### config.mk
export PLATFORM = sky130hd
export DESIGN_NAME = mcd_core
export DESIGN_NICKNAME = d
export VERILOG_FILES = /design/src/design/mcd_pkg.sv /design/src/design/mcd_core.sv /design/src/design/mcd_alu.sv /design/src/design/mcd_stack.sv
export VERILOG_INCLUDE_DIRS = /design/src /design/src/design
export SDC_FILE = /design/constraint.sdc
export NUM_CORES = 1
export LEC_CHECK = 0
export ABC_CLOCK_PERIOD_IN_PS = 6250
export BUFFER_PORTS_ARGS = -buffer_cell sky130_fd_sc_hd__buf_2
export CAP_MARGIN = 20
export CORE_MARGIN = 5
export CORE_UTILIZATION = 47
export CTS_BUF_LIST = sky130_fd_sc_hd__clkbuf_4
export CTS_CLUSTER_DIAMETER = 80
export CTS_CLUSTER_SIZE = 12
export DETAILED_ROUTE_END_ITERATION = 8
export HOLD_SLACK_MARGIN = 0.06
export MAX_ROUTING_LAYER = met4
export PLACE_DENSITY = 0.65
export SYNTH_ARGS = -nofsm -noshare
export SYNTH_HDL_FRONTEND = slang
export SYNTH_SLANG_ARGS = --single-unit
### constraint.sdc
create_clock -name i_clk_sys -period 6.25 [get_ports i_clk_sys]
set_input_delay 1.25 -clock i_clk_sys [delete_from_list [all_inputs] [get_ports i_clk_sys]]
set_output_delay 1.25 -clock i_clk_sys [all_outputs]
set_load 0.02 [all_outputs]
### src/design/mcd_cfg.svh
/*
 * Constants for the instruction decode and execute core: opcode
 * fields, register addresses, status bit positions and timing.
 * Assumes it is included by its bare name from the design files.
 */
`ifndef MCD_CFG_SVH
`define MCD_CFG_SVH

`define MCD_IW          13
`define MCD_PCW         12
`define MCD_OSC_PER     2
`define MCD_STK_DEPTH   8
`define MCD_ADDR_PC     6'h02
`define MCD_ADDR_STAT   6'h03
`define MCD_ADDR_BANK   6'h04
`define MCD_ADDR_PAGE   6'h05
`define MCD_ST_C        0
`define MCD_ST_DC       1
`define MCD_ST_Z        2
`define MCD_ST_P        3
`define MCD_ST_T        4
`define MCD_OP_NOP      13'h0000
`define MCD_OP_DAA      13'h0001
`define MCD_OP_SLEEP    13'h0003
`define MCD_OP_WDC      13'h0004
`define MCD_OP_EI       13'h0010
`define MCD_OP_DI       13'h0011
`define MCD_OP_RET      13'h0012
`define MCD_OP_RETURN_FROM_IRQ_OP     13'h0013
`define MCD_OP_CLRA     13'h0080
`define MCD_BIT_CLR     3'h4
`define MCD_BIT_SET     3'h5
`define MCD_BIT_SKC     3'h6
`define MCD_BIT_SKS     3'h7
`define MCD_TOP_CALL    3'h4
`define MCD_TOP_JUMP    3'h5
`define MCD_LIT_MOV     4'h8
`define MCD_LIT_OR      4'h9
`define MCD_LIT_AND     4'ha
`define MCD_LIT_XOR     4'hb
`define MCD_LIT_RETURN_WITH_LITERAL_OP    4'hc
`define MCD_LIT_SUB     4'hd
`define MCD_LIT_SEL     4'he
`define MCD_LIT_ADD     4'hf
`define MCD_SEL_PAGE    4'h8
`define MCD_SEL_BANK    4'h9
`define MCD_CR_LO       4'h5
`define MCD_CR_HI       4'hf

`endif

### src/design/mcd_pkg.sv
/*
 * Types shared by the core and its helpers.
 * Assumes mcd_cfg.svh is on the include path.
 */
`include "mcd_cfg.svh"
package mcd_pkg;
	typedef enum logic [1:0] {
		MCD_RUN   = 2'b00,
		MCD_FLUSH = 2'b01,
		MCD_SLEEP = 2'b11
	} mcd_state_e;

	// Register file access requested by the execute stage
	typedef struct packed {
		logic       wr;
		logic [5:0] addr;
		logic [7:0] data;
	} mcd_regwr_s;

	// Result of the arithmetic unit with its flags
	typedef struct packed {
		logic [7:0] res;
		logic       z;
		logic       c;
		logic       dc;
	} mcd_alu_s;
endpackage

### src/design/mcd_core.sv
/*
 * Instruction decode and execute for an 8-bit core with 13-bit
 * instruction words, including data registers, status, page/bank
 * selects, control registers and the return stack.
 * Assumes program memory answers an address with the word on the
 * next clock, and that the jump cycle option is stable after reset.
 */
`timescale 1ns/1ps
`include "mcd_cfg.svh"
// Behaviour
// - Decode each 13-bit word into opcode and operands
// - One instruction cycle is two oscillator periods
// - Writes to program counter take two cycles
// - Jump, call: two when option bit set; return literal, taken skip: two
// - Bit clear, set and skip on any register
// - I/O registers behave as general registers
// - Sleep and watchdog clear update T and P
// - Move accumulator to and from control registers
// - Enable, disable interrupts; return from interrupt enables them
// - Call pushes next address, jumps within page
// - Jump loads page and literal, no push
// - Return literal loads accumulator and pops
// - Decrement skip if zero, flags untouched
// - Increment skip if zero, flags untouched
// - Rotate through carry, either direction
// - Nibble swap, flags untouched
// - Page and bank select load their fields
// - Literal ops with specified flag updates
// - Option bit chooses one or two jump cycles
module mcd_core
	import mcd_pkg::*;
(
	input  wire logic               i_clk_sys,
	input  wire logic               i_rst,
	input  wire logic [`MCD_IW-1:0] i_instr,
	input  wire logic               i_jump_cycle_select,
	input  wire logic [7:0]         i_io_rd,
	output logic [`MCD_PCW-1:0]     o_pc,
	output logic                    o_phase,
	output mcd_regwr_s              o_io_wr,
	output logic [7:0]              o_acc,
	output logic [7:0]              o_status,
	output logic                    o_irq_en,
	output logic                    o_wdt_clr,
	output logic                    o_osc_stop,
	output logic [3:0]              o_cr_addr,
	output logic [7:0]              o_cr_wdata,
	output logic                    o_cr_wr
);
	mcd_state_e          state_ff, nxt_state;
	logic                phase_ff;
	logic [`MCD_PCW-1:0] pc_ff;
	logic [`MCD_PCW-1:0] nxt_pc;
	logic [7:0]          acc_ff, nxt_acc;
	logic [7:0]          stat_ff, nxt_stat;
	logic [7:0]          bank_ff, nxt_bank;
	logic [1:0]          page_ff, nxt_page;
	logic [7:0]          regs_ff [64];
	logic [7:0]          cregs_ff [16];
	logic                irq_en_ff, nxt_irq_en;
	logic                wdt_clr_ff, osc_stop_ff;
	logic                jsel_ff;
	logic                cr_wr_ff;
	logic [3:0]          cr_addr_ff;
	logic [7:0]          cr_wdata_ff;
	mcd_regwr_s          io_wr_ff;
	mcd_regwr_s          rw;
	logic                nxt_skip, nxt_redirect, nxt_wdc, nxt_sleep;
	logic                push, pop;
	logic                crw;
	logic [3:0]          cra;
	logic [`MCD_PCW-1:0] stk_top;
	logic [`MCD_PCW-1:0] pc_inc;
	mcd_alu_s            alu;
	logic [7:0]          alu_a, alu_b;
	logic                alu_sub;
	logic [7:0]          rval, res;
	logic [5:0]          ra;
	logic                dst_r;
	logic [2:0]          bidx;
	logic [3:0]          lop;
	logic                exec;

	// Operand fields of the current word
	assign ra     = i_instr[5:0];
	assign dst_r  = i_instr[6];
	assign bidx   = i_instr[8:6];
	assign lop    = i_instr[11:8];
	assign pc_inc = pc_ff + `MCD_PCW'(1);
	// Execute once per instruction cycle, on its second half
	assign exec   = phase_ff && (state_ff == MCD_RUN);

	// Register read: special registers are mapped into the data space
	always_comb begin
		case (ra)
			`MCD_ADDR_PC:   rval = pc_ff[7:0];
			`MCD_ADDR_STAT: rval = stat_ff;
			`MCD_ADDR_BANK: rval = bank_ff;
			`MCD_ADDR_PAGE: rval = {6'h00, page_ff};
			default:        rval = regs_ff[ra];
		endcase
	end

	// Shared adder serves register and literal arithmetic
	always_comb begin
		alu_a   = rval;
		alu_b   = acc_ff;
		alu_sub = 1'b0;
		if (i_instr[12]) begin
			alu_a = i_instr[7:0];
		end
		if (i_instr[12:8] == 5'h01 || lop == `MCD_LIT_SUB && i_instr[12]) begin
			alu_sub = 1'b1;
		end
	end

	mcd_alu u_alu (
		.i_a   (alu_a),
		.i_b   (alu_b),
		.i_sub (alu_sub),
		.o_res (alu)
	);

	mcd_stack u_stack (
		.i_clk_sys (i_clk_sys),
		.i_rst     (i_rst),
		.i_push    (push),
		.i_pop     (pop),
		.i_data    (pc_inc),
		.o_top     (stk_top)
	);

	// Decode and execute; nothing is committed unless exec is high
	always_comb begin
		nxt_pc      = pc_inc;
		nxt_acc     = acc_ff;
		nxt_stat    = stat_ff;
		nxt_bank    = bank_ff;
		nxt_page    = page_ff;
		nxt_irq_en  = irq_en_ff;
		nxt_skip    = 1'b0;
		nxt_redirect = 1'b0;
		nxt_wdc     = 1'b0;
		nxt_sleep   = 1'b0;
		push        = 1'b0;
		pop         = 1'b0;
		crw         = 1'b0;
		cra         = i_instr[3:0];
		rw          = '{wr: 1'b0, addr: ra, data: 8'h00};
		res         = 8'h00;
		if (i_instr[12]) begin
			if (i_instr[11:10] == 2'b00 || i_instr[11:10] == 2'b01) begin
				// Call and jump share the in-page target
				nxt_pc = {page_ff, i_instr[9:0]};
				nxt_redirect = jsel_ff;
				push = ~i_instr[10];
			end else begin
				case (lop)
					`MCD_LIT_MOV: nxt_acc = i_instr[7:0];
					`MCD_LIT_OR: begin
						nxt_acc = acc_ff | i_instr[7:0];
						nxt_stat[`MCD_ST_Z] = (nxt_acc == 8'h00);
					end
					`MCD_LIT_AND: begin
						nxt_acc = acc_ff & i_instr[7:0];
						nxt_stat[`MCD_ST_Z] = (nxt_acc == 8'h00);
					end
					`MCD_LIT_XOR: begin
						nxt_acc = acc_ff ^ i_instr[7:0];
						nxt_stat[`MCD_ST_Z] = (nxt_acc == 8'h00);
					end
					`MCD_LIT_RETURN_WITH_LITERAL_OP: begin
						nxt_acc = i_instr[7:0];
						nxt_pc = stk_top;
						pop = 1'b1;
						nxt_redirect = 1'b1;
					end
					`MCD_LIT_SUB, `MCD_LIT_ADD: begin
						nxt_acc = alu.res;
						nxt_stat[`MCD_ST_Z]  = alu.z;
						nxt_stat[`MCD_ST_C]  = alu.c;
						nxt_stat[`MCD_ST_DC] = alu.dc;
					end
					`MCD_LIT_SEL: begin
						if (i_instr[7:4] == `MCD_SEL_PAGE) begin
							nxt_page = i_instr[1:0];
						end else if (i_instr[7:4] == `MCD_SEL_BANK) begin
							nxt_bank = {i_instr[1:0], bank_ff[5:0]};
						end
					end
					default: ;
				endcase
			end
		end else if (i_instr[11]) begin
			// Bit operations on any register
			case (i_instr[11:9])
				`MCD_BIT_CLR, `MCD_BIT_SET: begin
					res = rval;
					res[bidx] = i_instr[9];
					rw.wr = 1'b1;
				end
				default: begin
					nxt_skip = (rval[bidx] == i_instr[9]);
				end
			endcase
		end else if (i_instr[11:6] == 6'h00) begin
			// Miscellaneous and control-register group
			case (i_instr)
				`MCD_OP_NOP: ;
				`MCD_OP_DAA: begin
					res = acc_ff;
					if (res[3:0] > 4'h9) begin
						res = res + 8'h06;
					end
					if (res[7:4] > 4'h9 || stat_ff[`MCD_ST_C]) begin
						res = res + 8'h60;
						nxt_stat[`MCD_ST_C] = 1'b1;
					end
					nxt_acc = res;
				end
				`MCD_OP_SLEEP: begin
					nxt_wdc = 1'b1;
					nxt_sleep = 1'b1;
					nxt_stat[`MCD_ST_T] = 1'b1;
					nxt_stat[`MCD_ST_P] = 1'b0;
				end
				`MCD_OP_WDC: begin
					nxt_wdc = 1'b1;
					nxt_stat[`MCD_ST_T] = 1'b1;
					nxt_stat[`MCD_ST_P] = 1'b1;
				end
				`MCD_OP_EI: nxt_irq_en = 1'b1;
				`MCD_OP_DI: nxt_irq_en = 1'b0;
				`MCD_OP_RET, `MCD_OP_RETURN_FROM_IRQ_OP: begin
					nxt_pc = stk_top;
					pop = 1'b1;
					nxt_redirect = 1'b1;
					if (i_instr[0]) begin
						nxt_irq_en = 1'b1;
					end
				end
				default: begin
					// Only the defined control register range is reachable
					if (cra >= `MCD_CR_LO && cra <= `MCD_CR_HI) begin
						if (i_instr[4]) begin
							nxt_acc = cregs_ff[cra];
						end else begin
							crw = 1'b1;
						end
					end
				end
			endcase
		end else begin
			// Register operand group: ops selected by bits 10:7
			case (i_instr[10:7])
				4'h0: begin
					if (dst_r) begin
						res = acc_ff;
						rw.wr = 1'b1;
					end
				end
				4'h1: begin
					res = 8'h00;
					rw.wr = dst_r;
					nxt_acc = dst_r ? acc_ff : 8'h00;
					nxt_stat[`MCD_ST_Z] = 1'b1;
				end
				4'h2, 4'h7: begin
					res = alu.res;
					nxt_stat[`MCD_ST_Z]  = alu.z;
					nxt_stat[`MCD_ST_C]  = alu.c;
					nxt_stat[`MCD_ST_DC] = alu.dc;
				end
				4'h3: begin
					res = rval - 8'h01;
					nxt_stat[`MCD_ST_Z] = (res == 8'h00);
				end
				4'h4: res = acc_ff | rval;
				4'h5: res = acc_ff & rval;
				4'h6: res = acc_ff ^ rval;
				4'h8: res = rval;
				4'h9: res = ~rval;
				4'ha: res = rval + 8'h01;
				4'hb: begin
					res = rval - 8'h01;
					nxt_skip = (res == 8'h00);
				end
				4'hc: begin
					res = {stat_ff[`MCD_ST_C], rval[7:1]};
					nxt_stat[`MCD_ST_C] = rval[0];
				end
				4'hd: begin
					res = {rval[6:0], stat_ff[`MCD_ST_C]};
					nxt_stat[`MCD_ST_C] = rval[7];
				end
				4'he: res = {rval[3:0], rval[7:4]};
				4'hf: begin
					res = rval + 8'h01;
					nxt_skip = (res == 8'h00);
				end
				default: ;
			endcase
			// Logic, move and inc/dec ops update zero only
			if (i_instr[10:7] inside {4'h4, 4'h5, 4'h6, 4'h8, 4'h9, 4'ha}) begin
				nxt_stat[`MCD_ST_Z] = (res == 8'h00);
			end
			if (i_instr[10:7] > 4'h1) begin
				if (dst_r) begin
					rw.wr = 1'b1;
				end else begin
					nxt_acc = res;
				end
			end
		end
		rw.data = res;
		// Special registers take register-file writes like any other
		if (rw.wr) begin
			case (ra)
				`MCD_ADDR_STAT: nxt_stat = res;
				`MCD_ADDR_BANK: nxt_bank = res;
				`MCD_ADDR_PAGE: nxt_page = res[1:0];
				default: ;
			endcase
		end
		// Writing program counter low byte redirects fetch
		if (rw.wr && ra == `MCD_ADDR_PC) begin
			nxt_pc = {pc_ff[11:10], page_ff, res};
			nxt_pc[9:8] = page_ff;
			nxt_redirect = 1'b1;
		end
		if (nxt_skip) begin
			nxt_redirect = 1'b1;
			nxt_pc = pc_ff + `MCD_PCW'(2);
		end
		if (!exec) begin
			push = 1'b0;
			pop  = 1'b0;
		end
	end

	// Sequencer: fetched word is discarded after any redirect
	always_comb begin
		nxt_state = state_ff;
		case (state_ff)
			MCD_RUN: begin
				if (exec && nxt_sleep) begin
					nxt_state = MCD_SLEEP;
				end else if (exec && nxt_redirect) begin
					nxt_state = MCD_FLUSH;
				end
			end
			MCD_FLUSH: begin
				if (phase_ff) begin
					nxt_state = MCD_RUN;
				end
			end
			MCD_SLEEP: nxt_state = MCD_SLEEP;
			default:   nxt_state = MCD_RUN;
		endcase
	end

	// Phase and state
	always_ff @(posedge i_clk_sys or posedge i_rst) begin
		if (i_rst) begin
			phase_ff <= 1'b0;
			state_ff <= MCD_RUN;
		end else begin
			phase_ff <= ~phase_ff;
			state_ff <= nxt_state;
		end
	end

	// Option bit is sampled on every clock after reset release
	always_ff @(posedge i_clk_sys or posedge i_rst) begin
		if (i_rst) begin
			jsel_ff <= 1'b1;
		end else begin
			jsel_ff <= i_jump_cycle_select;
		end
	end

	// Architectural state commits at the end of each executed cycle
	always_ff @(posedge i_clk_sys or posedge i_rst) begin
		if (i_rst) begin
			pc_ff     <= '0;
			acc_ff    <= 8'h00;
			stat_ff   <= 8'h18;
			bank_ff   <= 8'h00;
			page_ff   <= 2'b00;
			irq_en_ff <= 1'b0;
		end else if (exec) begin
			pc_ff     <= nxt_pc;
			acc_ff    <= nxt_acc;
			stat_ff   <= nxt_stat;
			bank_ff   <= nxt_bank;
			page_ff   <= nxt_page;
			irq_en_ff <= nxt_irq_en;
		end
	end

	// Data and control register arrays; no reset keeps them as RAM
	always_ff @(posedge i_clk_sys) begin
		if (exec && rw.wr) begin
			regs_ff[rw.addr] <= rw.data;
		end
		if (exec && crw) begin
			cregs_ff[cra] <= acc_ff;
		end
	end

	// Registered side outputs; write strobes and watchdog clear pulse for one clock, oscillator stop holds until reset
	always_ff @(posedge i_clk_sys or posedge i_rst) begin
		if (i_rst) begin
			wdt_clr_ff  <= 1'b0;
			osc_stop_ff <= 1'b0;
			cr_wr_ff    <= 1'b0;
			cr_addr_ff  <= 4'h0;
			cr_wdata_ff <= 8'h00;
			io_wr_ff    <= '0;
		end else begin
			wdt_clr_ff  <= exec && nxt_wdc;
			osc_stop_ff <= (exec && nxt_sleep) || osc_stop_ff;
			cr_wr_ff    <= exec && crw;
			cr_addr_ff  <= cra;
			cr_wdata_ff <= acc_ff;
			io_wr_ff    <= '{wr: exec && rw.wr, addr: rw.addr, data: rw.data};
		end
	end

	assign o_pc       = pc_ff;
	assign o_phase    = phase_ff;
	assign o_acc      = acc_ff;
	assign o_status   = stat_ff;
	assign o_irq_en   = irq_en_ff;
	assign o_wdt_clr  = wdt_clr_ff;
	assign o_osc_stop = osc_stop_ff;
	assign o_cr_addr  = cr_addr_ff;
	assign o_cr_wdata = cr_wdata_ff;
	assign o_cr_wr    = cr_wr_ff;
	assign o_io_wr    = io_wr_ff;
	// i_io_rd reserved for external register reads (not used internally)
endmodule // mcd_core

### src/design/mcd_alu.sv
/*
 * Eight-bit add/subtract with zero, carry and half-carry.
 * Assumes purely combinational use inside the execute stage.
 */
`timescale 1ns/1ps
module mcd_alu
	import mcd_pkg::*;
(
	input  wire logic [7:0] i_a,
	input  wire logic [7:0] i_b,
	input  wire logic       i_sub,
	output mcd_alu_s        o_res
);
	logic [8:0] sum;
	logic [4:0] half;
	logic [7:0] bop;

	// Subtract is a plus not b plus one; carry set means no borrow
	always_comb begin
		bop        = i_sub ? ~i_b : i_b;
		sum        = {1'b0, i_a} + {1'b0, bop} + {8'h00, i_sub};
		half       = {1'b0, i_a[3:0]} + {1'b0, bop[3:0]} + {4'h0, i_sub};
		o_res.res  = sum[7:0];
		o_res.z    = (sum[7:0] == 8'h00);
		o_res.c    = sum[8];
		o_res.dc   = half[4];
	end
endmodule // mcd_alu

### src/design/mcd_stack.sv
/*
 * Return address stack, circular, fixed depth.
 * Assumes push and pop never assert in the same cycle.
 */
`timescale 1ns/1ps
`include "mcd_cfg.svh"
module mcd_stack
	import mcd_pkg::*;
(
	input  wire logic                    i_clk_sys,
	input  wire logic                    i_rst,
	input  wire logic                    i_push,
	input  wire logic                    i_pop,
	input  wire logic [`MCD_PCW-1:0]     i_data,
	output logic      [`MCD_PCW-1:0]     o_top
);
	logic [`MCD_PCW-1:0] mem [`MCD_STK_DEPTH];
	logic [2:0]          sp_ff;

	// Overflow wraps silently, as on small cores without a trap
	always_ff @(posedge i_clk_sys or posedge i_rst) begin
		if (i_rst) begin
			sp_ff <= 3'h0;
		end else if (i_push) begin
			sp_ff <= sp_ff + 3'h1;
		end else if (i_pop) begin
			sp_ff <= sp_ff - 3'h1;
		end
	end

	// Storage
	always_ff @(posedge i_clk_sys) begin
		if (i_push) begin
			mem[sp_ff] <= i_data;
		end
	end

	assign o_top = mem[sp_ff - 3'h1];
endmodule // mcd_stack

* Yosys cells after proc, flatten, opt, wreduce, memory -nomap -nowiden *
Memories as Yosys holds them, arrays and structs flattened.
Cells that the tools add are included.

cells by class
  equal/unequal tests = 53
  reductions and logical operators = 44
  muxes and demuxes = 130
  $lt $le $gt $ge = 7
  add/subtract/negate cells = 12
  bitwise logic cells = 12

operator list
  operator               number
  $mux 8                 33
  $pmux 8 s13            1
  $mux 12                8
  $eq 4x4->1 const B     18
  $logic_not 8->1        7
  $mux 1                 54
  $eq 13x5->1 const B    4
  $pmux 8 s5             1
  $pmux 8 s4             1
  $mux 2                 13
  $and 8x8->8            2
  $eq 4x3->1 const B     4
  $not 8->8              2
  $or 8x8->8             2
  $pmux 8 s2             1
  $reduce_or 2->1        8
  $xor 8x8->8            2
  $mux 5                 3
  $eq 13x1->1 const B    1
  $eq 13x2->1 const B    1
  $eq 13x3->1 const B    1
  $logic_not 13->1       1
  $add 12x1->12 const B  1
  $add 12x2->12 const B  1
  other kinds (56)       88

word-level totals
  bits of input ports = 24
  RAM bits = 736
  word-level logic and storage cells = 281
  output and inout port bits = 60
  register bits = 76
  memories kept = 3

memory list
  memory       words  width  read ports  clocked after Yosys merged registers in  wr ports  RTL line         text
  regs_ff      64     8      1           0                                        1         mcd_core.sv:58   logic [7:0] regs_ff [64];
  cregs_ff     16     8      1           0                                        1         mcd_core.sv:59   logic [7:0] cregs_ff [16];
  u_stack.mem  8      12     1           0                                        1         mcd_stack.sv:17  logic [`MCD_PCW-1:0] mem [`MCD_STK_DEPTH];

* Logic depth before layout (Yosys ltp) *
  word-level depth = 18
  gate-level depth with buffers = 27
  mapped depth without buffers = 19

* Cells and area by module *
A second synthesis with hierarchy kept.

second synthesis, totals
  cell total of the unflattened synthesis = 2,531
  area total of the unflattened synthesis = 36,942.9 µm²

modules (own cells, without submodules)
  module     cells each  area each (µm²)  seq. area each (µm²)  instances
  mcd_core   2,221       32,372.3         20,948.8              1
  mcd_stack  252         4,078.9          2,957.8               1
  mcd_alu    58          491.7            0.0                   1

* Worst setup path before layout *
Ideal clock, no wire load.

  path kind = input port to flip-flop
  from = input i_instr[0]
  to = memory regs_ff[0][6], data pin
  arrival time = 6.774 ns
  path buffers = 4
  library setup time = 0.495 ns
  path slack = -1.018 ns
  stages = 22
  data required time = 5.755 ns
  cell sequence = buf_6 buf_8 buf_6 mux4_2 mux2i_1 o22ai_1 a211o_1 o21ai_1 clkbuf_1 o21ai_0 fa_1 a21o_1 a21oi_1 o21bai_1 a21oi_1 xnor2_1 nand2_1 o221ai_1 or4_1 o21ai_0 nor2b_1 nor2_1

on the way
  word-level cells in the longest chain between the ends = 12

RTL lines
  element                               RTL line         text
  start: declaration                    mcd_core.sv:35   input wire logic [`MCD_IW-1:0] i_instr,
  $mem_v2 64x8 (tied with other cells)  --
  $pmux 8 s4                            mcd_core.sv:95   case (ra)
  $mux 8                                mcd_core.sv:109  if (i_instr[12]) begin
  $add 8x8->9                           mcd_alu.sv:21    sum = {1'b0, i_a} + {1'b0, bop} + {8'h00, i_sub};
  $add 9x1->9                           mcd_alu.sv:21
  $pmux 8 s13                           mcd_core.sv:255  case (i_instr[10:7])
  $mux 8                                mcd_core.sv:206  end else if (i_instr[11:6] == 6'h00) begin
  $mux 8                                mcd_core.sv:194  end else if (i_instr[11]) begin
  $mux 8                                mcd_core.sv:151  if (i_instr[12]) begin
  $mux 8                                mcd_core.sv:206
  $mux 8 *                              mcd_core.sv:194
  $mux 8 *                              mcd_core.sv:151
  net res[6]                            mcd_core.sv:77   logic [7:0] rval, res;
  end: declaration                      mcd_core.sv:58

Mark *: on every way through the listed nets, which the timed path passes. The rest lies on a longest branch. The select of a mux whose other input is x is not followed.

* Worst setup path in the final report *
  from = input i_instr[0]
  to = memory regs_ff[31][6], data pin

Same word-level chain as after synthesis.

==> results.md <==
* Arr. time, crit path at 6.73 ns
* Non-Filler Instances at 3880
* Hold slack at 0.4149 ns
* Share of cells above drive strength 1 at 0.2523
* Pwr/cell area at 313.4 nW/µm²
* First-pass GRT wire length at 158600 µm
* Total grt overflow at 0
* Post_cts resized at 0
* Routed Antenna Nets at 0
* Startpoint types: input port
* Crit. End Element: flip-flop
* Core box area at 77210 µm²
* DP Wirelength at 75290 µm
* DIE HEIGHT at 288.5 µm
* R2R setup slack at approximately 0.51 ns
* Ys Warns at 0
* Hold crit path type: input port to flip-flop
* Synthesized cell area at 36460 µm²
* Largest area contributor in the netlist: edfxtp_1
* Syn Inst Count at 2449
* Ys async rst share at 0.08955
* Clock latency on the worst-skew pair at 0.93 ns
* RR Startpoint: regs_ff[60][0]
* Most frequent cells in the layout: edfxtp_1 (732), buf_4 (282), nand2_1 (187)
* Worst slack at placement at -0.5924 ns
* DP Area at 40260 µm²
* RSZ-0062 raised after global routing: no
* Largest net degree at the start of global routing at 66
* Post-CTS Hold Fix Bufs at 0
* Root buffer cell: clkbuf_4
* Slew HR at 0.3077
* CTS max path bufs at 3
* Vias in the first global route at 23689
* TritonCTS clock tree: built
* DR iter-0 viols at 2789
* Reg clk slew, reported paths at 0.13 ns
* Clock Skews at 0.08739 ns
* Hold_sp: i_jump_cycle_select
* Run status: completed
* Detailed-route via count at 23898
* Synth Flop Type: edfxtp_1
* Port Buffers at 75
* Net switching power at 4257 µW
* Initial antenna violation count at 4
* FMAX at 163.4 MHz
* CTS sink count at 804
* H-tree depth at 3
* Detailed Routing Iterations Pass 1 at 9
* Setup slack after layout at 0.1312 ns
* Part of the power in combinational logic at 0.289
* Row count at 102
* Final Hold Vio Count at 0
* WS Path Type: input port to flip-flop
* Worst r2r path cells at 21
* Vias per Instance at around 6.2
* Sequential-to-total area share from yosys stat at 0.6524
* # setup viols final at 0
* Placed cells at 3758
* Die area at 83250 µm²
* Max cap viols at 0
* Flop pwr share at 0.518
* Synth top area share at 0.6028
* Syn Area/Cell at 14.89 µm²
* Yosys cell types at 101
* Static leakage at 0.01459 µW
* Drc violations at 0
* CP max FO at 19
* Crit path time final at 6.119 ns
* Final nets at 2876
* TritonCTS Buffers at 79
* Synthesis-to-finish area growth at 12.91%
* Clock power share at 0.193
* Worst r2r dst: regs_ff[31][6]
* Synth Register Bits at 804
* Sw frac at 0.3299
* Routed wire length at roughly 110000 µm
* Cell internal pwr at between 8000 and 9000 µW
* Tcrit/Tclk final at 0.9790
* Cell area after layout at 41170 µm²
* Routed wire per std cell at 27.80 µm
* Die X at 288.5 µm
* Max VDD drop at 0.0001561 V
* Routability cong. at ~1
* Post-CTS setup buffers at 0
* GRT Overall Usage at 0.2654
* Post-synth EDFFs at 732
* Slew @ Worst Pin at roughly 1.0 ns
* Hold Crit Depth at 1
* Top post-synthesis cells by area: edfxtp_1 (60%), mux4_2 (9.1%), dfrtp_1 (4.7%)
* Most common cell after layout, fill and taps aside: edfxtp_1
* Initial core utilization at 0.4722
* Required @ worst endpoint at 6.86 ns
* Hold EP: jsel_ff
* Top Ports at 84
* Final Slew Violations at 0
-- critical path: stages --
cell      delay [ns]
buf_8           0.20
buf_4           0.25
mux4_2          0.51
mux2_2          0.31
o21ai_0         0.20
a311oi_1        0.12
o21ai_1         0.36
o21ai_0         0.23
fa_1            0.43
a21o_1          0.18
a21oi_1         0.20
o21bai_1        0.11
a21oi_1         0.24
xnor2_1         0.13
nand2_1         0.13
o221ai_1        0.12
or4_1           0.53
o21ai_0         0.38
buf_4           0.20
nor2b_1         0.16
buf_4           0.16
nor2_4          0.08
buf_12          0.21
-- logic make-up after synthesis --
family / after synthesis / synth area share
multiplexers: 296 / 0.1323
buffers and inverters: 209 / 0.02683
AND/OR/NAND/NOR: 609 / 0.07728
flip-flops: 804 / 0.6524
AO/OA/AOI/OAI: 441 / 0.08411
XOR/XNOR: 36 / 0.008648
other: 1 / 0.0001028
adder cells (fa/ha/maj): 53 / 0.01839
-- flip-flops by register name (all words and copies together) (netlist names), 2 cells and up --
name / cells
bank_ff: 8
cregs_ff: 128
o_acc: 8
o_cr_wdata: 8
o_io_wr: 15
o_pc: 12
o_status: 8
page_ff: 2
regs_ff: 508
state_ff: 2
u_stack.mem: 96
u_stack.sp_ff: 3
-- area by class of cell --
type | instances | area [µm²]
Fill cell | 6388 | 36040
Sequential cell | 804 | 23790
Clock buffer | 105 | 788.3
Inverter | 56 | 215.2
Tap cell | 1040 | 1301
Clock inverter | 11 | 101.3
Multi-Input combinational cell | 1475 | 11940
Timing Repair Buffer | 383 | 3020
Antenna cell | 6 | 15.01
-- layer usage --
layer / track usage / vias to the layer above / wire, µm
met3: 0.04491 / 268 / 8991
met4: 0.09624 / 0 / 4412
met1: 0.3575 / 12059 / 43580
met5: - / - / 0
li1: - / 10309 / -
met2: 0.4125 / 1262 / 50870
-- stage by stage --
stage,power [µW],setup TNS (ns),utilization
2_1_floorplan,8894,-4.465,-
3_3_place_gp,10400,-60.63,0.5211
3_5_place_dp,10480,-78.82,0.5215
4_1_cts,12930,0,0.5330
5_1_grt,13460,0,0.5331
6_report,12900,0,0.5332
-- cell usage after synthesis (all sizes together), types with 7 or more instances --
cell / n
a211oi: 13
a21o: 11
a21oi: 87
a221oi: 13
a22o: 9
a22oi: 51
a31oi: 25
a32oi: 8
and2: 10
and3: 19
buf: 63
clkbuf: 90
dfrtp: 69
edfxtp: 732
ha: 52
inv: 54
mux2: 14
mux2i: 135
mux4: 147
nand2: 188
nand2b: 10
nand3: 60
nand4: 17
nor2: 184
nor2b: 18
nor3: 48
nor4: 13
o2111ai: 7
o211ai: 14
o21ai: 92
o221ai: 12
o22ai: 25
o31ai: 7
or2: 7
or3: 10
xnor2: 28
xor2: 8
-- power by group through the flow --
stage | combinational (µW) | clock (µW) | sequential (µW)
6_report | 3730 | 2490 | 6690
3_5_place_dp | 3670 | 0 | 6810
5_1_grt | 3960 | 2780 | 6720
2_1_floorplan | 2080 | 0 | 6810
3_3_place_gp | 3600 | 0 | 6800
4_1_cts | 3680 | 2560 | 6690
-- how the worst max path moves through the flow --
stage | from | endpoint | slack (ns) | depth (start not counted)
floorplan | i_instr[0] | regs_ff[0][4] | -0.07 | 19
global placement | i_instr[0] | regs_ff[59][6] | -0.50 | 23
detailed placement | i_instr[0] | regs_ff[58][6] | -0.59 | 23
CTS | i_instr[0] | regs_ff[21][6] | 0.35 | 23
global route | i_instr[0] | regs_ff[20][6] | 0.04 | 23
finish | i_instr[0] | regs_ff[31][6] | 0.13 | 23
Note: power is estimated with default switching activity, not from simulation.
